--- src/common/cssrs_pkg.sv ---
// constants and types of the core special register space
// assumes one 100 MHz system clock shared with the instruction core
package cssrs_pkg;

  // ----------------------------------------------------------------
  // data-memory map
  // ----------------------------------------------------------------
  localparam logic [7:0] ADDR_IND_PORT = 8'h00;  // indirect data port
  localparam logic [7:0] ADDR_POINTER  = 8'h01;  // indirect pointer
  localparam logic [7:0] ADDR_ACC      = 8'h05;  // alu result register
  localparam logic [7:0] ADDR_PC_LOW   = 8'h06;  // program counter low byte
  localparam logic [7:0] ADDR_TBLP     = 8'h07;  // table pointer
  localparam logic [7:0] ADDR_FLAGS    = 8'h0A;  // core flags
  localparam logic [7:0] SFR_END       = 8'h10;  // first general purpose address

  // ----------------------------------------------------------------
  // core flags layout and reset values
  // ----------------------------------------------------------------
  localparam int         BIT_TO        = 5;      // watchdog expired flag
  localparam int         BIT_PDF       = 4;      // powerdown flag
  localparam int         ARITH_W       = 4;      // bits 3..0 are writable
  localparam logic [1:0] FLAGS_UNUSED  = 2'h0;   // bits 7..6 read zero
  localparam logic [3:0] ARITH_RESET   = 4'h0;   // arithmetic flags at reset
  localparam logic [7:0] DATA_RESET    = 8'h00;  // data registers at reset
  localparam logic [7:0] READ_ZERO     = 8'h00;  // unused address reads

  // ----------------------------------------------------------------
  // timing
  // ----------------------------------------------------------------
  localparam int         TBL_CYCLES    = 2;      // table read occupancy
  localparam int         PC_WIDTH      = 9;      // 512 word program space

  // ----------------------------------------------------------------
  // alu operations, result lands in the alu result register unless a direct store to it comes in the same cycle
  // ----------------------------------------------------------------
  typedef enum logic [3:0] {
    OP_PASS, OP_ADD, OP_ADC, OP_SUB, OP_SBC, OP_AND, OP_OR, OP_XOR,
    OP_CPL, OP_INC, OP_DEC, OP_RL, OP_RR, OP_RLC, OP_RRC, OP_CLR
  } cssrs_aluop_type;

  // ----------------------------------------------------------------
  // sequencer states
  // ----------------------------------------------------------------
  typedef enum logic [1:0] {
    ST_IDLE, ST_RAM_RD, ST_TBL_FETCH, ST_TBL_STORE
  } cssrs_state_type;

endpackage : cssrs_pkg

--- src/verilog/cssrs_alu.sv ---
// combinational alu with flag generation for the special register space
// assumes operand a is the alu result register and b the memory operand
`timescale 1ns/1ps
module cssrs_alu (
  // operation
  input  wire cssrs_pkg::cssrs_aluop_type aluOp,
  input  wire logic [7:0]                 opA,
  input  wire logic [7:0]                 opB,
  input  wire logic                       carryIn,
  // result and flags
  output logic       [7:0]                result,
  output logic       [3:0]                flagsOut,
  output logic       [3:0]                flagsUpd
);

  // ----------------------------------------------------------------
  // shared adder: subtract is a plus inverted b plus carry
  // ----------------------------------------------------------------
  always_comb begin
    logic       isSub;
    logic       cin;
    logic [7:0] bOp;
    logic [8:0] sum9;
    logic [4:0] sum5;
    logic [7:0] sum7;
    cin      = carryIn;
    isSub    = (aluOp == cssrs_pkg::OP_SUB) || (aluOp == cssrs_pkg::OP_SBC);
    bOp      = isSub ? ~opB : opB;
    // plain ops force carry in, chained ops use the carry flag
    case (aluOp)
      cssrs_pkg::OP_ADD: cin = 1'h0;
      cssrs_pkg::OP_SUB: cin = 1'h1;
      default:           cin = carryIn;
    endcase
    sum9     = {1'h0, opA} + {1'h0, bOp} + {8'h00, cin};
    sum5     = {1'h0, opA[3:0]} + {1'h0, bOp[3:0]} + {4'h0, cin};
    sum7     = {1'h0, opA[6:0]} + {1'h0, bOp[6:0]} + {7'h00, cin};
    result   = opB;
    flagsUpd = 4'h0;
    // flag order: sign wrap, zero, half carry, carry
    flagsOut = {sum7[7] ^ sum9[8], 1'h0, sum5[4], sum9[8]};  // RL14 RL16 RL17
    case (aluOp)
      cssrs_pkg::OP_ADD, cssrs_pkg::OP_ADC,
      cssrs_pkg::OP_SUB, cssrs_pkg::OP_SBC: begin
        result   = sum9[7:0];
        flagsUpd = 4'hF;
      end
      cssrs_pkg::OP_AND: begin
        result   = opA & opB;
        flagsUpd = 4'h4;
      end
      cssrs_pkg::OP_OR: begin
        result   = opA | opB;
        flagsUpd = 4'h4;
      end
      cssrs_pkg::OP_XOR: begin
        result   = opA ^ opB;
        flagsUpd = 4'h4;
      end
      cssrs_pkg::OP_CPL: begin
        result   = ~opB;
        flagsUpd = 4'h4;
      end
      cssrs_pkg::OP_INC: begin
        result   = opB + 8'h01;
        flagsUpd = 4'h4;
      end
      cssrs_pkg::OP_DEC: begin
        result   = opB - 8'h01;
        flagsUpd = 4'h4;
      end
      cssrs_pkg::OP_RL:  result = {opB[6:0], opB[7]};
      cssrs_pkg::OP_RR:  result = {opB[0], opB[7:1]};
      // carry takes the bit shifted out, old carry shifts in
      cssrs_pkg::OP_RLC: begin
        result      = {opB[6:0], carryIn};  // RL18
        flagsOut[0] = opB[7];
        flagsUpd    = 4'h1;
      end
      cssrs_pkg::OP_RRC: begin
        result      = {carryIn, opB[7:1]};  // RL18
        flagsOut[0] = opB[0];
        flagsUpd    = 4'h1;
      end
      cssrs_pkg::OP_CLR: result = 8'h00;
      default:           result = opB;
    endcase
    flagsOut[2] = (result == 8'h00);  // RL15
  end

endmodule : cssrs_alu

--- src/verilog/cssrs_top.sv ---
// core special register space: indirect port, pointer, alu result,
// program counter low byte, table pointer and core flags
// assumes the core issues one request at a time and waits on rdValid,
// tableBusy and dummyCycle; program memory and ram answer combinationally
//
// Summary of operation
// RL1 - unused special addresses read as zero
// RL2 - indirect port accesses go to pointer address
// RL3 - indirect port itself reads zero, stores nothing; here a pointer of zero reads and writes ram address zero
// RL4 - pointer is a normal read/write 8-bit register
// RL5 - indirect pair reaches bank zero only
// RL6 - alu results land in result register
// RL7 - program counter low write jumps within page
// RL8 - jump via low byte inserts one dummy cycle
// RL9 - table pointer addresses table read, low byte stored
// RL10 - table read occupies two instruction cycles
// RL11 - flag writes never touch watchdog, powerdown flags
// RL12 - watchdog flag: set timeout, cleared refresh/standby
// RL13 - powerdown flag: set standby, cleared by refresh
// RL14 - bit 3 flags sign wrap
// RL15 - bit 2 flags zero result
// RL16 - bit 1 flags low nibble carry
// RL17 - bit 0 flags carry or no borrow
// RL18 - rotate through carry updates and uses carry
// RL19 - flag bits 7 and 6 read zero
// RL20 - watchdog and powerdown flags zero after power-up
// RL21 - flags are never saved automatically
// RL22 - writes to unused special addresses ignored
`timescale 1ns/1ps
module cssrs_top #(
  parameter int PC_W = cssrs_pkg::PC_WIDTH  // program counter width
) (
  // clock and reset
  input  wire logic                       sys_clk,
  input  wire logic                       reset_n,
  // core data-memory access
  input  wire logic [7:0]                 memAddr,
  input  wire logic                       memRead,
  input  wire logic                       memWrite,
  input  wire logic [7:0]                 memWrData,
  output logic      [7:0]                 memRdData,
  output logic                            rdValid,
  // alu request from the core
  input  wire logic                       aluStrobe,
  input  wire cssrs_pkg::cssrs_aluop_type aluOp,
  input  wire logic [7:0]                 aluOperand,
  // system events
  input  wire logic                       wdtTimeout,
  input  wire logic                       watchdog_refresh_op,
  input  wire logic                       standbyOp,
  // program counter
  input  wire logic [PC_W-1:0]            pcCurrent,
  output logic                            pcJump,
  output logic      [PC_W-1:0]            pcJumpAddr,
  output logic                            dummyCycle,
  // table read
  input  wire logic                       tableReadReq,
  input  wire logic                       tableLastPage,
  input  wire logic [7:0]                 tableDest,
  output logic                            progRead,
  output logic      [PC_W-1:0]            progAddr,
  input  wire logic [7:0]                 progRdData,
  output logic                            tableBusy,
  // general purpose ram, bank zero
  output logic                            ramRead,
  output logic                            ramWrite,
  output logic      [7:0]                 ramAddr,
  output logic      [7:0]                 ramWrData,
  input  wire logic [7:0]                 ramRdData,
  // register views for the core
  output logic      [7:0]                 accOut,
  output logic      [7:0]                 flagsOut
);

  // ----------------------------------------------------------------
  // declarations
  // ----------------------------------------------------------------
  logic                       rstSync1;      // first reset stage
  logic                       rstSync2_n;    // released reset for the design
  cssrs_pkg::cssrs_state_type state_reg;     // sequencer state
  cssrs_pkg::cssrs_state_type state_next;
  logic [7:0]                 pointer_reg;   // indirect pointer
  logic [7:0]                 acc_reg;       // alu result register
  logic [7:0]                 tblp_reg;      // table pointer
  logic [3:0]                 arith_reg;     // sign wrap, zero, half, carry
  logic                       toFlag_reg;    // watchdog expired flag
  logic                       pdFlag_reg;    // powerdown flag
  logic [7:0]                 tblDest_reg;   // table read destination
  logic [7:0]                 tblData_reg;   // fetched low program byte
  logic                       wrEn;          // effective write this cycle
  logic [7:0]                 wrAddr;
  logic [7:0]                 wrData;
  logic                       wrInt;         // write hits the special address range, indirect port excluded
  logic                       wrRam;         // write goes out to ram
  logic [7:0]                 wrRamAddr;
  logic                       rdTake;        // read accepted this cycle
  logic                       rdToRam;       // read goes out to ram
  logic [7:0]                 rdRamAddr;
  logic [7:0]                 rdMux;         // local read data
  logic [7:0]                 aluResult;
  logic [3:0]                 aluFlags;
  logic [3:0]                 aluUpd;

  // ----------------------------------------------------------------
  // reset release through two flops
  // ----------------------------------------------------------------
  // immediate assert; release waits two edges so all flops leave together
  always_ff @(posedge sys_clk or negedge reset_n) begin
    if (!reset_n) begin
      rstSync1   <= 1'h0;
      rstSync2_n <= 1'h0;
    end else begin
      rstSync1   <= 1'h1;
      rstSync2_n <= rstSync1;
    end
  end

  // ----------------------------------------------------------------
  // alu
  // ----------------------------------------------------------------
  cssrs_alu u_alu (
    .aluOp    (aluOp),
    .opA      (acc_reg),
    .opB      (aluOperand),
    .carryIn  (arith_reg[0]),
    .result   (aluResult),
    .flagsOut (aluFlags),
    .flagsUpd (aluUpd)
  );

  // ----------------------------------------------------------------
  // access decode
  // ----------------------------------------------------------------
  // one write path serves core stores and the table store; the core
  // holds off its own requests while tableBusy is high
  always_comb begin
    if (state_reg == cssrs_pkg::ST_TBL_STORE) begin
      wrEn   = 1'h1;
      wrAddr = tblDest_reg;
      wrData = tblData_reg;  // RL9
    end else begin
      wrEn   = memWrite && (state_reg == cssrs_pkg::ST_IDLE);
      wrAddr = memAddr;
      wrData = memWrData;
    end
    // the port itself never stores, the pointer address takes it
    wrInt     = wrEn && (wrAddr < cssrs_pkg::SFR_END)
                && (wrAddr != cssrs_pkg::ADDR_IND_PORT);  // RL3
    wrRam     = wrEn && !wrInt;
    // 8-bit pointer spans bank zero only, no bank bits exist
    wrRamAddr = (wrAddr == cssrs_pkg::ADDR_IND_PORT) ? pointer_reg : wrAddr;  // RL2 RL5
    rdTake    = memRead && (state_reg == cssrs_pkg::ST_IDLE) && !tableReadReq;
    rdToRam   = (memAddr >= cssrs_pkg::SFR_END)
                || (memAddr == cssrs_pkg::ADDR_IND_PORT);
    rdRamAddr = (memAddr == cssrs_pkg::ADDR_IND_PORT) ? pointer_reg : memAddr;  // RL2 RL5
  end

  // local read mux, anything not held here reads zero
  always_comb begin
    case (memAddr)
      cssrs_pkg::ADDR_POINTER: rdMux = pointer_reg;  // RL4
      cssrs_pkg::ADDR_ACC:     rdMux = acc_reg;
      cssrs_pkg::ADDR_PC_LOW:  rdMux = pcCurrent[7:0];
      cssrs_pkg::ADDR_TBLP:    rdMux = tblp_reg;
      cssrs_pkg::ADDR_FLAGS:   rdMux = {cssrs_pkg::FLAGS_UNUSED, toFlag_reg,
                                        pdFlag_reg, arith_reg};  // RL19
      default:                 rdMux = cssrs_pkg::READ_ZERO;  // RL1
    endcase
  end

  // ----------------------------------------------------------------
  // sequencer
  // ----------------------------------------------------------------
  // table read wins over a plain read offered in the same cycle
  always_comb begin
    case (state_reg)
      cssrs_pkg::ST_IDLE: begin
        if (tableReadReq) begin
          state_next = cssrs_pkg::ST_TBL_FETCH;
        end else if (rdTake && rdToRam) begin
          state_next = cssrs_pkg::ST_RAM_RD;
        end else begin
          state_next = cssrs_pkg::ST_IDLE;
        end
      end
      cssrs_pkg::ST_RAM_RD:    state_next = cssrs_pkg::ST_IDLE;
      cssrs_pkg::ST_TBL_FETCH: state_next = cssrs_pkg::ST_TBL_STORE;  // RL10
      cssrs_pkg::ST_TBL_STORE: state_next = cssrs_pkg::ST_IDLE;
      default:                 state_next = cssrs_pkg::ST_IDLE;
    endcase
  end

  always_ff @(posedge sys_clk or negedge rstSync2_n) begin
    if (!rstSync2_n) begin
      state_reg <= cssrs_pkg::ST_IDLE;
    end else begin
      state_reg <= state_next;
    end
  end

  // ----------------------------------------------------------------
  // table read
  // ----------------------------------------------------------------
  // busy covers fetch and store, the two cycles of the instruction
  always_ff @(posedge sys_clk or negedge rstSync2_n) begin
    if (!rstSync2_n) begin
      progRead    <= 1'h0;
      progAddr    <= '0;
      tableBusy   <= 1'h0;
      tblDest_reg <= cssrs_pkg::DATA_RESET;
      tblData_reg <= cssrs_pkg::DATA_RESET;
    end else begin
      progRead  <= (state_next == cssrs_pkg::ST_TBL_FETCH);
      tableBusy <= (state_next == cssrs_pkg::ST_TBL_FETCH)
                   || (state_next == cssrs_pkg::ST_TBL_STORE);  // RL10
      if (state_reg == cssrs_pkg::ST_IDLE && tableReadReq) begin
        tblDest_reg <= tableDest;
        // page is the last one or the current one, pointer gives the rest
        progAddr    <= {tableLastPage ? {(PC_W-8){1'h1}} : pcCurrent[PC_W-1:8],
                        tblp_reg};  // RL9
      end
      // only the low program byte is kept
      if (state_reg == cssrs_pkg::ST_TBL_FETCH) begin
        tblData_reg <= progRdData;  // RL9
      end
    end
  end

  // ----------------------------------------------------------------
  // pointer and table pointer
  // ----------------------------------------------------------------
  // increments and decrements arrive as ordinary read-modify-writes
  always_ff @(posedge sys_clk or negedge rstSync2_n) begin
    if (!rstSync2_n) begin
      pointer_reg <= cssrs_pkg::DATA_RESET;
      tblp_reg    <= cssrs_pkg::DATA_RESET;
    end else begin
      if (wrInt && wrAddr == cssrs_pkg::ADDR_POINTER) begin
        pointer_reg <= wrData;  // RL4
      end
      if (wrInt && wrAddr == cssrs_pkg::ADDR_TBLP) begin
        tblp_reg <= wrData;  // RL9
      end
    end
  end

  // ----------------------------------------------------------------
  // alu result register
  // ----------------------------------------------------------------
  // a direct store wins over an alu result offered in the same cycle
  always_ff @(posedge sys_clk or negedge rstSync2_n) begin
    if (!rstSync2_n) begin
      acc_reg <= cssrs_pkg::DATA_RESET;
    end else if (wrInt && wrAddr == cssrs_pkg::ADDR_ACC) begin
      acc_reg <= wrData;
    end else if (aluStrobe) begin
      acc_reg <= aluResult;  // RL6
    end
  end

  // ----------------------------------------------------------------
  // arithmetic flags
  // ----------------------------------------------------------------
  // reset to zero for a defined start although software must not rely
  // on it; nothing here saves them on a call or an interrupt
  always_ff @(posedge sys_clk or negedge rstSync2_n) begin
    if (!rstSync2_n) begin
      arith_reg <= cssrs_pkg::ARITH_RESET;
    end else if (wrInt && wrAddr == cssrs_pkg::ADDR_FLAGS) begin
      arith_reg <= wrData[cssrs_pkg::ARITH_W-1:0];  // RL11
    end else if (aluStrobe) begin
      arith_reg <= (aluFlags & aluUpd) | (arith_reg & ~aluUpd);  // RL14 RL15 RL16 RL17 RL18 RL21
    end
  end

  // ----------------------------------------------------------------
  // watchdog expired and powerdown flags
  // ----------------------------------------------------------------
  // software writes never reach these; a set wins over a clear
  always_ff @(posedge sys_clk or negedge rstSync2_n) begin
    if (!rstSync2_n) begin
      toFlag_reg <= 1'h0;  // RL20
      pdFlag_reg <= 1'h0;  // RL20
    end else begin
      if (wdtTimeout) begin
        toFlag_reg <= 1'h1;  // RL12
      end else if (watchdog_refresh_op || standbyOp) begin
        toFlag_reg <= 1'h0;  // RL12
      end
      if (standbyOp) begin
        pdFlag_reg <= 1'h1;  // RL13
      end else if (watchdog_refresh_op) begin
        pdFlag_reg <= 1'h0;  // RL13
      end
    end
  end

  // ----------------------------------------------------------------
  // program counter low byte jump
  // ----------------------------------------------------------------
  // low byte only: target stays on the page; dummy cycle follows by one edge
  always_ff @(posedge sys_clk or negedge rstSync2_n) begin
    if (!rstSync2_n) begin
      pcJump     <= 1'h0;
      pcJumpAddr <= '0;
      dummyCycle <= 1'h0;
    end else begin
      pcJump     <= wrInt && (wrAddr == cssrs_pkg::ADDR_PC_LOW);  // RL7
      dummyCycle <= pcJump;  // RL8
      if (wrInt && wrAddr == cssrs_pkg::ADDR_PC_LOW) begin
        pcJumpAddr <= {pcCurrent[PC_W-1:8], wrData};  // RL7
      end
    end
  end

  // ----------------------------------------------------------------
  // ram side
  // ----------------------------------------------------------------
  // unused special addresses set wrInt but no register decodes them
  always_ff @(posedge sys_clk or negedge rstSync2_n) begin
    if (!rstSync2_n) begin
      ramRead   <= 1'h0;
      ramWrite  <= 1'h0;
      ramAddr   <= cssrs_pkg::DATA_RESET;
      ramWrData <= cssrs_pkg::DATA_RESET;
    end else begin
      ramRead  <= rdTake && rdToRam;  // RL2
      ramWrite <= wrRam;  // RL2 RL22
      if (wrRam) begin
        ramAddr   <= wrRamAddr;
        ramWrData <= wrData;
      end else if (rdTake && rdToRam) begin
        ramAddr <= rdRamAddr;
      end
    end
  end

  // ----------------------------------------------------------------
  // read answer
  // ----------------------------------------------------------------
  // local reads answer one edge after the request, ram reads two
  always_ff @(posedge sys_clk or negedge rstSync2_n) begin
    if (!rstSync2_n) begin
      memRdData <= cssrs_pkg::READ_ZERO;
      rdValid   <= 1'h0;
    end else if (state_reg == cssrs_pkg::ST_RAM_RD) begin
      memRdData <= ramRdData;
      rdValid   <= 1'h1;
    end else if (rdTake && !rdToRam) begin
      memRdData <= rdMux;  // RL1
      rdValid   <= 1'h1;
    end else begin
      rdValid   <= 1'h0;
    end
  end

  // ----------------------------------------------------------------
  // register views
  // ----------------------------------------------------------------
  always_ff @(posedge sys_clk or negedge rstSync2_n) begin
    if (!rstSync2_n) begin
      accOut   <= cssrs_pkg::DATA_RESET;
      flagsOut <= cssrs_pkg::DATA_RESET;
    end else begin
      accOut   <= acc_reg;
      flagsOut <= {cssrs_pkg::FLAGS_UNUSED, toFlag_reg, pdFlag_reg, arith_reg};  // RL19
    end
  end

endmodule : cssrs_top

--- config.mk ---
export PLATFORM = sky130hd
export DESIGN_NAME = cssrs_top
export DESIGN_NICKNAME = d
export VERILOG_FILES = /design/src/common/cssrs_pkg.sv /design/src/verilog/cssrs_alu.sv /design/src/verilog/cssrs_top.sv
export SDC_FILE = /design/constraint.sdc
export NUM_CORES = 1
export LEC_CHECK = 0
export ABC_CLOCK_PERIOD_IN_PS = 7600
export BUFFER_PORTS_ARGS = -buffer_cell sky130_fd_sc_hd__buf_2
export CAP_MARGIN = 25
export CORE_MARGIN = 4
export CORE_UTILIZATION = 60
export DETAILED_ROUTE_END_ITERATION = 10
export GPL_TIMING_DRIVEN = 0
export PLACE_DENSITY = 0.82
export SYNTH_ARGS = -nofsm -noshare
export SYNTH_HDL_FRONTEND = slang
export SYNTH_SLANG_ARGS = --single-unit
--- constraint.sdc ---
create_clock -name sys_clk -period 7.6 [get_ports sys_clk]
set_input_delay 1.14 -clock sys_clk [delete_from_list [all_inputs] [get_ports sys_clk]]
set_output_delay 1.14 -clock sys_clk [all_outputs]
set_load 0.005 [all_outputs]
==> qor.csv, run 1 <==
metric,value,unit
p_per_area,283,nW/um2
crit_required,7.87,ns
clk_pin_slew,0.07,ns
vias,6638,
rr_worst_depth,10,
fill_cells,823,
gr-total-overflow,0,
slew_violations,0,
min_period,6.49,ns
yosysUniqueCellTypes,81,
clock.fmax,154,MHz
seq_area,2810,um2
criticalPathCategory,in2reg,
whs,0.353,ns
fin_ws,1.11,ns
ys.flop_type,dfrtp_1,
post_cts_buffers,0,
coreArea,11000,um2
wl_per_cell,21.4,um
die_w,115,um
dpl_worst_slack,0.910,ns
ys_async_sr_fraction,100,%
drt_wl_total,21900,um
netlist_area,6850,um2
ir_drop,0.000301,V
synth_edf_count,0,
cts.sinks,112,
relSlewSlack,31.7,%
cp-start-kind,input port,
drt_iter0_markers,833,
avgSynthCellArea,9.33,um2
grt_pass1_vias,6368,
place_congestion,0.992,
hold_viol,0,
synth_seq_area_share,40.9,%
holdBufCountCts,0,
diodes,0,
tightest_slew,1.02,ns
first_pass_iters,5,
cp_data_arrival_time,6.76,ns
dieHeight,115,um
ant_nets,0,
die-area,13200,um2
grt_max_degree,64,
skew,0.00941,ns
io_buffers,132,
hp-class,reg2async,
regToRegSetupSlack,3.74,ns
nets,976,
status,"complete, no violations",
start_util,62.1,%
yosysWarnings,0,
insertion_delay,0.36,ns
ios,136,
multi_input_comb_area,3700,um2
h-tree-depth,3,
clockBufferDepth,2,
fin_crit_sh,85.4,%
maxCapViolCount,0,
critPathMaxFanout,10,
area_growth_syn_to_layout,16.8,%
setup_violations,0,
track_usage,33.1,%
drc,0,
ys_seq_elements,112,
place_hpwl,16700,um
crit_path_end_kind,flip-flop,
power_leakage,3.72,nW
num_rows,38,
antenna_found_initial,1,
fin_tns_setup,0,ns
top_regs,"pcJumpAddr (9), progAddr (9)",
cts_tree,done,
vias_per_cell,6.48,
synth_cells,734,
cts_root_buffer,clkbuf_16,
ctsResizeCount,0,
grt_pass1_wl,33700,um
rsz0062_at_grt,false,
drive_above_1_share,24.4,%
numCtsBuffers,9,
cell families (layout without fill, tap and decap cells):
group,count (synthesis),count (layout),share of synthesized area [%]
simple gates,218,218,16.7
xor+xnor,12,12,1.53
other cells,2,3,0.110
mux,60,60,9.35
compound gates,224,224,21.3
buf+inv,80,229,5.13
flops,112,112,40.9
fa+ha+maj,26,26,4.97
layout by cell type (no fill, tap or decap), types with 12 or more instances in the layout:
master	n
mux2i_1	28
nor2_1	68
ha_1	24
o21ai_0	35
nand2_1	51
nor2b_1	12
inv_1	30
a22oi_1	13
clkbuf_1	30
dfrtp_1	111
a211oi_1	16
buf_2	143
a21oi_1	79
a21o_1	12
mux2_2	31
final cells by class:
class                           instances  share of cell area, %
Multi-Input combinational cell        543                   46.2
Buffer                                 50                   2.99
Sequential cell                       112                   35.1
Timing Repair Buffer                  133                   8.60
Clock inverter                          5                  0.594
Tap cell                              140                   2.19
Inverter                               30                   1.41
Clock buffer                           11                   2.91
worst max-delay path, cell delays in order:
cell and delay [ns]:
buf_2 0.10, buf_4 0.16, buf_2 0.25, clkbuf_1 0.43
clkbuf_1 0.47, a22oi_1 0.19, nor2_1 0.75, xnor2_1 0.19
fa_1 0.51, fa_1 0.51, nor2b_1 0.16, a32oi_2 0.18
o221ai_2 0.11, o32a_1 0.33, or4_1 0.57, or4_1 0.46
o31ai_2 0.22
Yosys cell counts, types with 3 or more instances:
| library cell | count | share of area, % |
|---|---|---|
| a211oi_1 | 16 | 1.8 |
| a21o_1 | 12 | 1.3 |
| a21oi_1 | 79 | 5.8 |
| a221oi_1 | 5 | 0.64 |
| a222oi_1 | 3 | 0.44 |
| a22oi_1 | 13 | 1.4 |
| a311oi_1 | 4 | 0.51 |
| a31oi_1 | 8 | 0.73 |
| and2_1 | 3 | 0.27 |
| and3_1 | 10 | 0.91 |
| and3b_1 | 5 | 0.64 |
| and4b_1 | 4 | 0.58 |
| buf_1 | 4 | 0.22 |
| buf_2 | 11 | 0.80 |
| buf_4 | 4 | 0.44 |
| buf_6 | 3 | 0.49 |
| clkbuf_1 | 28 | 1.5 |
| dfrtp_1 | 112 | 41 |
| ha_1 | 24 | 4.4 |
| inv_1 | 30 | 1.6 |
| mux2_2 | 31 | 5.1 |
| mux2i_1 | 28 | 4.1 |
| nand2_1 | 51 | 2.8 |
| nand2b_1 | 7 | 0.64 |
| nand3_1 | 10 | 0.73 |
| nand4b_1 | 5 | 0.64 |
| nor2_1 | 68 | 3.7 |
| nor2b_1 | 12 | 1.1 |
| nor3_1 | 10 | 0.73 |
| nor4b_1 | 3 | 0.38 |
| o21a_1 | 5 | 0.55 |
| o21ai_0 | 35 | 2.6 |
| o221ai_1 | 3 | 0.38 |
| o22ai_1 | 5 | 0.46 |
| o31ai_1 | 7 | 0.77 |
| o32a_1 | 3 | 0.44 |
| or2_2 | 5 | 0.46 |
| or3_1 | 3 | 0.27 |
| or4_1 | 3 | 0.33 |
| xnor2_1 | 10 | 1.3 |
power breakdown:
| group | total [mW] | switching, mW | internal [mW] |
|---|---|---|---|
| Clock | 0.455 | 0.225 | 0.230 |
| Combinational | 0.869 | 0.489 | 0.381 |
| Sequential | 0.938 | 0.148 | 0.790 |
| Total | 2.26 | 0.862 | 1.40 |
stage by stage:
stage | total power, mW | util [%] | cell area, um2 | std cells
6_report | 2.26 | 72.5 | 8000 | 1024
5_1_grt | 2.39 | 72.5 | 8000 | 1024
4_1_cts | 2.25 | 72.5 | 8000 | 1024
3_5_place_dp | 1.79 | 70.0 | 7720 | 1008
3_3_place_gp | 1.74 | 69.7 | 7690 | 1007
2_1_floorplan | 1.45 | - | 6860 | 735
how the worst max path moves through the flow:
stage | startpoint | endpoint | slack [ns] | cells after the start
after floorplan | aluOp[2] | flip-flop | 1.91 | 17
after global placement | aluOp[1] | flip-flop | 0.90 | 17
after detailed placement | aluOp[1] | flip-flop | 0.91 | 17
after CTS | aluOp[2] | flip-flop | 1.26 | 17
after global routing | aluOp[2] | flip-flop | 0.92 | 17
final | aluOp[1] | flip-flop | 1.11 | 17
layer usage:
layer | GRT usage (%) | share of wire (%) | vias up
li1 | - | - | 2968
met1 | 46.8 | 41 | 3187
met2 | 49.2 | 44 | 426
met3 | 10.3 | 12 | 57
met4 | 9.94 | 2.7 | 0
met5 | 0 | 0 | -
(Power assumes the default switching activity.)
==> run 2, diff against run 1 <==
Settings changed: CORE_MARGIN 4 to 2, PLACE_DENSITY 0.82 to 0.81, SYNTH_HIERARCHICAL set to 1.
==> qor.csv, run 2 <==
metric,value,unit,change
regToRegSetupSlack,4.18,ns,+0.44 ns
vias_per_cell,6.33,,-2.4%
synth_top_area_share,38.9,%,-2.1 points
area_growth_syn_to_layout,16.1,%,
ctsResizeCount,0,,unchanged
intPower,1.54,mW,+9.9%
synth_common_cells,"dfrtp_1, mux2_2, nor2_1, nand2_1, a21oi_1",,
place_hpwl,16300,um,-2.7%
min_period,5.34,ns,-1.16 ns
status,"complete, no violations",,
drt_iter0_markers,626,,-25%
grt_pass1_vias,6136,,-3.6%
synth_area_leaders,"dfrtp_1, mux2_2, mux2i_1",,
power_leakage,4.06,nW,+9.3%
dpl_worst_slack,2.02,ns,+1.11 ns
drc,0,,unchanged
netlist_area,7210,um2,+5.3%
fin_area,8370,um2,+4.6%
rr_worst_depth,13,,+3
synth_top_cell_by_area,dfrtp_1,,
synth_edf_count,0,,unchanged
ir_drop,0.000260,V,-14%
clk_pin_slew,0.09,ns,+0.02 ns
gr-total-overflow,0,,unchanged
holdBufCountCts,0,,unchanged
ys_seq_elements,112,,unchanged
cts_tree,done,,
num_rows,40,,+5.3%
drt_wl_total,21600,um,-1.1%
drive_above_1_share,31.4,%,+7.0 points
critPathMaxFanout,10,,unchanged
setup_violations,0,,unchanged
clockBufferDepth,2,,unchanged
switching_share,39.1,%,+1.0 points
insertion_delay,0.37,ns,about the same
synth_cells,718,,-2.2%
fin_ws,2.26,ns,+1.16 ns
maxCapViolCount,0,,unchanged
synth_seq_area_share,38.9,%,-2.1 points
vias,6406,,-3.5%
place_congestion,0.988,,-0.42%
die-area,12900,um2,-2.1%
yosysWarnings,6,,+6
first_pass_iters,7,,+2
cts_root_buffer,clkbuf_16,,
clock.fmax,187,MHz,+22%
cpPeakStageDelay,0.54,ns,-0.21 ns
dieHeight,114,um,-1.1%
io_buffers,128,,-3.0%
relSlewSlack,31.4,%,-0.29 points
diodes,0,,unchanged
tightest_slew,1.00,ns,-0.0165 ns
fin_tns_setup,0,ns,unchanged
crit_top_cell,buf_2,,
hp-class,reg2async,,
ant_nets,0,,unchanged
slew_violations,0,,unchanged
start_util,60.8,%,-1.3 points
crit_path_end_kind,flip-flop,,
final_cell_mix,"buf_2, dfrtp_1, nor2_1, mux2_2, nand2_1",,
h-tree-depth,3,,unchanged
hold_viol,0,,unchanged
numCtsBuffers,9,,unchanged
nets,957,,-1.9%
startpoint,aluOp[2],,
ys_async_sr_fraction,100,%,unchanged
p_per_area,302,nW/um2,+6.8%
cp-start-kind,input port,,
post_cts_buffers,0,,unchanged
grt_pass1_wl,33800,um,+0.20%
layout_commonest_cell,buf_2,,
p_clk_share,18.5,%,-1.6 points
ys.flop_type,dfrtp_1,,
wl_per_cell,21.4,um,about the same
ios,136,,unchanged
place_area,8070,um2,+4.5%
grt_max_degree,72,,+13%
criticalPathCategory,in2reg,,
pwr-share-seq,39.1,%,-2.4 points
cp_data_arrival_time,5.61,ns,-1.15 ns
yosysMostFrequentCell,dfrtp_1,,
rsz0062_at_grt,false,,
p_sw,989,uW,+15%
crit_chain,buf_2 > buf_2 > buf_2 > buf_2 > nand2_1 > a21oi_2 > xnor2_1 > fa_1 > inv_1 > fa_1 > nor2b_1 > o22a_1 > xor2_1 > a2111oi_4 > a221oi_2 > nor4b_2 > nor4b_2 > mux2i_1 > mux2i_1,,
cpMaxStageDelayCell,a21oi_2,,
coreArea,11900,um2,+7.5%
crit_required,7.88,ns,about the same
antenna_found_initial,0,,-1
track_usage,34.2,%,+1.1 points
p_comb_share,42.4,%,+4.0 points
avgSynthCellArea,10.0,um2,+7.6%
skew,0.0179,ns,+0.00853 ns
top_regs,"pcJumpAddr (9), progAddr (9)",,
die_w,114,um,-1.1%
post-route-util,70.6,%,-2.0 points
fin_crit_sh,70.2,%,-15 points
cts.sinks,112,,unchanged
yosysUniqueCellTypes,92,,+14%
-- run 2: kinds of logic after synthesis --
| logic type | share of synthesized area [%] |
|---|---|
| buffers and inverters | 6.33 |
| XOR/XNOR | 2.06 |
| adder cells (fa/ha/maj) | 4.72 |
| AND/OR/NAND/NOR | 16.3 |
| multiplexers | 14.9 |
| flip-flops | 38.9 |
| AO/OA/AOI/OAI | 16.7 |
| other | 0.104 |
-- run 2: worst max-delay path, delay by kind of cell --
family                     cells  cell delay, ns
buffers and inverters          5            1.08
xor gates and xnor gates       2            0.36
AOI/OAI and AO/OA              4            1.23
muxes                          2            0.23
adders and majority gates      2            0.65
and+or+nand+nor                4            0.91
-- run 2: routing by layer --
metal / track usage, % / part of all wire [%] / wire, um / vias to the layer above
li1: - / - / - / 2898
met1: 47.7 / 42 / 9010 / 3098
met5: 0 / 0 / 0 / -
met2: 53.7 / 46 / 10000 / 362
met4: 11.4 / 2.6 / 569 / 0
met3: 7.07 / 9.3 / 2010 / 48
-- run 2: layout make-up --
cell class                 count  area (um2)
sequential                   112        2810
inverter                      36         135
clock inverter                 7        66.3
buffer                        52         322
multi-input combinational    519        3960
timing repair buffer         130         676
fill                         890        3490
clock buffer                   9         225
tap                          147         184
-- run 2: how the worst min path moves through the flow --
stage / start / to / slack (ns) / cells after the start
floorplan: rstSync1 / rstSync2_n / 0.33 / 0
global placement: rstSync1 / rstSync2_n / 0.34 / 0
detailed placement: rstSync2_n / pcJumpAddr[2] / 0.33 / 0
CTS: rstSync2_n / ramWrData[5] / 0.33 / 0
global route: rstSync1 / rstSync2_n / 0.37 / 0
finish: rstSync2_n / ramWrData[5] / 0.32 / 0
-- run 2: power groups by stage --
stage	registers (mW)	logic, mW	clock network [mW]
after CTS	0.984	1.06	0.471
after detailed placement	0.992	1.05	0
final	0.988	1.07	0.468
after floorplan	0.956	0.686	0
after global placement	0.986	1.01	0
after global routing	1.01	1.16	0.493
-- run 2: per-stage QoR --
step | total power [mW] | cells | hold slack, ns
4_1_cts | 2.51 | 1011 | 0.334
3_5_place_dp | 2.04 | 995 | 0.328
6_report | 2.53 | 1012 | 0.317
3_3_place_gp | 2.00 | 994 | 0.337
5_1_grt | 2.67 | 1012 | 0.371
2_1_floorplan | 1.64 | 719 | 0.331
==> run 3, diff against run 2 <==
Settings changed: ABC_AREA set to 1, ABC_CLOCK_PERIOD_IN_PS 7600 to 4500, CORE_UTILIZATION 60 to 51, PLACE_DENSITY 0.81 to 0.73.
Clock period 7.6 ns to 4.5 ns, I/O delays scaled along.
==> qor.csv, run 3 <==
metric,value,unit,change
grt_pass1_wl,31500,um,-6.9%
antenna_found_initial,0,,unchanged
switching_share,40.9,%,+1.8 points
netlist_area,7220,um2,+0.12%
synth_cells,974,,+36%
clockBufferDepth,2,,unchanged
rsz0062_at_grt,false,,
final_cell_mix,"nand2_1, buf_2, nand3_1",,
fill_cells,1324,,+49%
first_pass_iters,7,,unchanged
clk_pin_slew,0.08,ns,about the same
nets,1217,,+27%
startpoint,aluOp[2],,
crit_path_end_kind,flip-flop,,
pwr-share-seq,38.9,%,-0.2 points
num_rows,43,,+7.5%
vias_per_cell,5.31,,-16%
cp-start-kind,input port,,
tightest_slew,0.763,ns,-0.237 ns
yosysMostFrequentCell,nand2_1,,
p_per_area,490,nW/um2,+62%
drive_above_1_share,21.1,%,-10 points
yosysUniqueCellTypes,49,,-47%
skew,0.00593,ns,-0.0120 ns
p_total,4.14,mW,+64%
vias,6927,,+8.1%
fin_ws,0.494,ns,-1.77 ns
ios,136,,unchanged
min_period,4.01,ns,
numCtsBuffers,9,,unchanged
ys_async_sr_fraction,100,%,unchanged
slew_violations,0,,unchanged
drc,0,,unchanged
area_growth_syn_to_layout,16.9,%,
yosysWarnings,6,,unchanged
cp_data_arrival_time,4.23,ns,-1.38 ns
io_buffers,133,,+3.9%
die_w,123,um,+8.2%
diodes,0,,unchanged
grt_max_degree,57,,-21%
hold_viol,0,,unchanged
place_hpwl,15000,um,-7.8%
status,"complete, no violations",,
p_comb_share,41.4,%,-1.0 points
dpl_worst_slack,0.239,ns,-1.78 ns
ant_nets,0,,unchanged
relSlewSlack,47.7,%,+16 points
layout_commonest_cell,nand2_1,,
cts_root_buffer,clkbuf_16,,
post-route-util,60.8,%,-9.7 points
fin_crit_sh,89.0,%,
drt_iter0_markers,607,,-3.0%
cts_tree,done,,
drt_wl_total,19700,um,-8.7%
wl_per_cell,15.1,um,-29%
hp-class,in2async,,
track_usage,27.0,%,-7.2 points
top_regs,"pcJumpAddr (9), progAddr (9)",,
gr-total-overflow,0,,unchanged
crit_required,4.72,ns,-3.16 ns
synth_top_cell_by_area,dfrtp_1,,
maxCapViolCount,0,,unchanged
ys.flop_type,dfrtp_1,,
holdBufCountCts,0,,unchanged
critPathMaxFanout,8,,-2
place_congestion,0.951,,-3.8%
post_cts_buffers,0,,unchanged
h-tree-depth,3,,unchanged
synth_common_cells,"nand2_1, nand3_1, dfrtp_1, inv_1, nor2_1",,
coreArea,13900,um2,+17%
p_sw,1.69,mW,+71%
dp_cells,1289,,+30%
ctsResizeCount,0,,unchanged
grt_pass1_vias,6254,,+1.9%
synth_top_area_share,38.8,%,-0.047 points
clock.fmax,250,MHz,
power_leakage,4.72,nW,+16%
p_clk_share,19.7,%,+1.2 points
synth_edf_count,0,,unchanged
criticalPathCategory,in2reg,,
cts.sinks,112,,unchanged
dieHeight,123,um,+8.2%
avgSynthCellArea,7.41,um2,-26%
ys_seq_elements,112,,unchanged
finalNonFillerCells,1305,,+29%
die-area,15100,um2,+17%
synth_area_leaders,"dfrtp_1, nand2_1, nand3_1",,
insertion_delay,0.37,ns,about the same
start_util,52.0,%,-8.8 points
fin_tns_setup,0,ns,unchanged
intPower,2.44,mW,+59%
ir_drop,0.000376,V,+45%
setup_violations,0,,unchanged
synth_seq_area_share,38.8,%,-0.047 points
-- run 3: path summary, 6_finish.rpt --
kind,end,slack (ns),cells after the start
min in group sys_clk,rstSync2_n,0.35,0
hold / removal,rstSync2_n,0.08,1
max in group asynchronous,accOut[3],3.38,1
setup / recovery,flip-flop,0.49,23
hold reg to reg,rstSync2_n,0.35,0
setup reg to reg,flip-flop,1.23,19
-- run 3: layer usage --
layer	up-vias	wire [um]	global-route usage (%)
li1	3436	-	-
met1	3220	8800	38.4
met2	250	9070	42.0
met3	21	1540	5.17
met4	0	311	8.17
met5	-	0	0
-- run 3: area by class of cell --
type                            instances  area [um2]  share of cell area, %
Clock inverter                          6        58.8                  0.696
Clock buffer                           10         239                   2.83
Buffer                                 30         215                   2.55
Tap cell                              180         225                   2.67
Inverter                               91         342                   4.04
Timing Repair Buffer                  134         693                   8.21
Sequential cell                       112        2810                   33.2
Multi-Input combinational cell        742        3870                   45.8
-- run 3: stage by stage --
stage / area, um2 / hold slack [ns]
6_report: 8450 / 0.0810
2_1_floorplan: 7230 / 0.331
4_1_cts: 8450 / 0.0699
3_3_place_gp: 8120 / 0.334
5_1_grt: 8450 / 0.0698
3_5_place_dp: 8150 / 0.342
-- run 3: power groups by stage --
stage                     registers (mW)  logic, mW  clock network, mW
after floorplan                     1.58       1.15                  0
after global placement              1.63       1.65                  0
after detailed placement            1.62       1.70                  0
after CTS                           1.61       1.71              0.831
after global routing                1.65       1.93              0.867
final                               1.61       1.71              0.815
-- run 3: logic make-up after synthesis --
group / after synthesis / synth area share (%)
buf+inv: 121 / 7.71
compound gates: 108 / 8.92
fa+ha+maj: 26 / 4.71
mux: 20 / 2.91
flops: 112 / 38.8
other cells: 2 / 0.104
xor+xnor: 12 / 1.46
simple gates: 573 / 35.4
-- run 3: worst max-delay path: stages --
cell     delay (ns)
buf_2          0.13
inv_1          0.08
nor2_1         0.19
nand2_1        0.12
nand2_1        0.41
xor2_1         0.24
fa_1           0.27
inv_1          0.08
fa_1           0.44
o21ai_0        0.50
o21ai_0        0.15
a21oi_1        0.17
nor2_1         0.06
nand2_1        0.07
nand2_1        0.09
nand2_1        0.07
nor2_1         0.04
nand3_1        0.09
nor2_1         0.05
mux2i_1        0.12
inv_1          0.05
nand2_1        0.06
o21ai_0        0.07
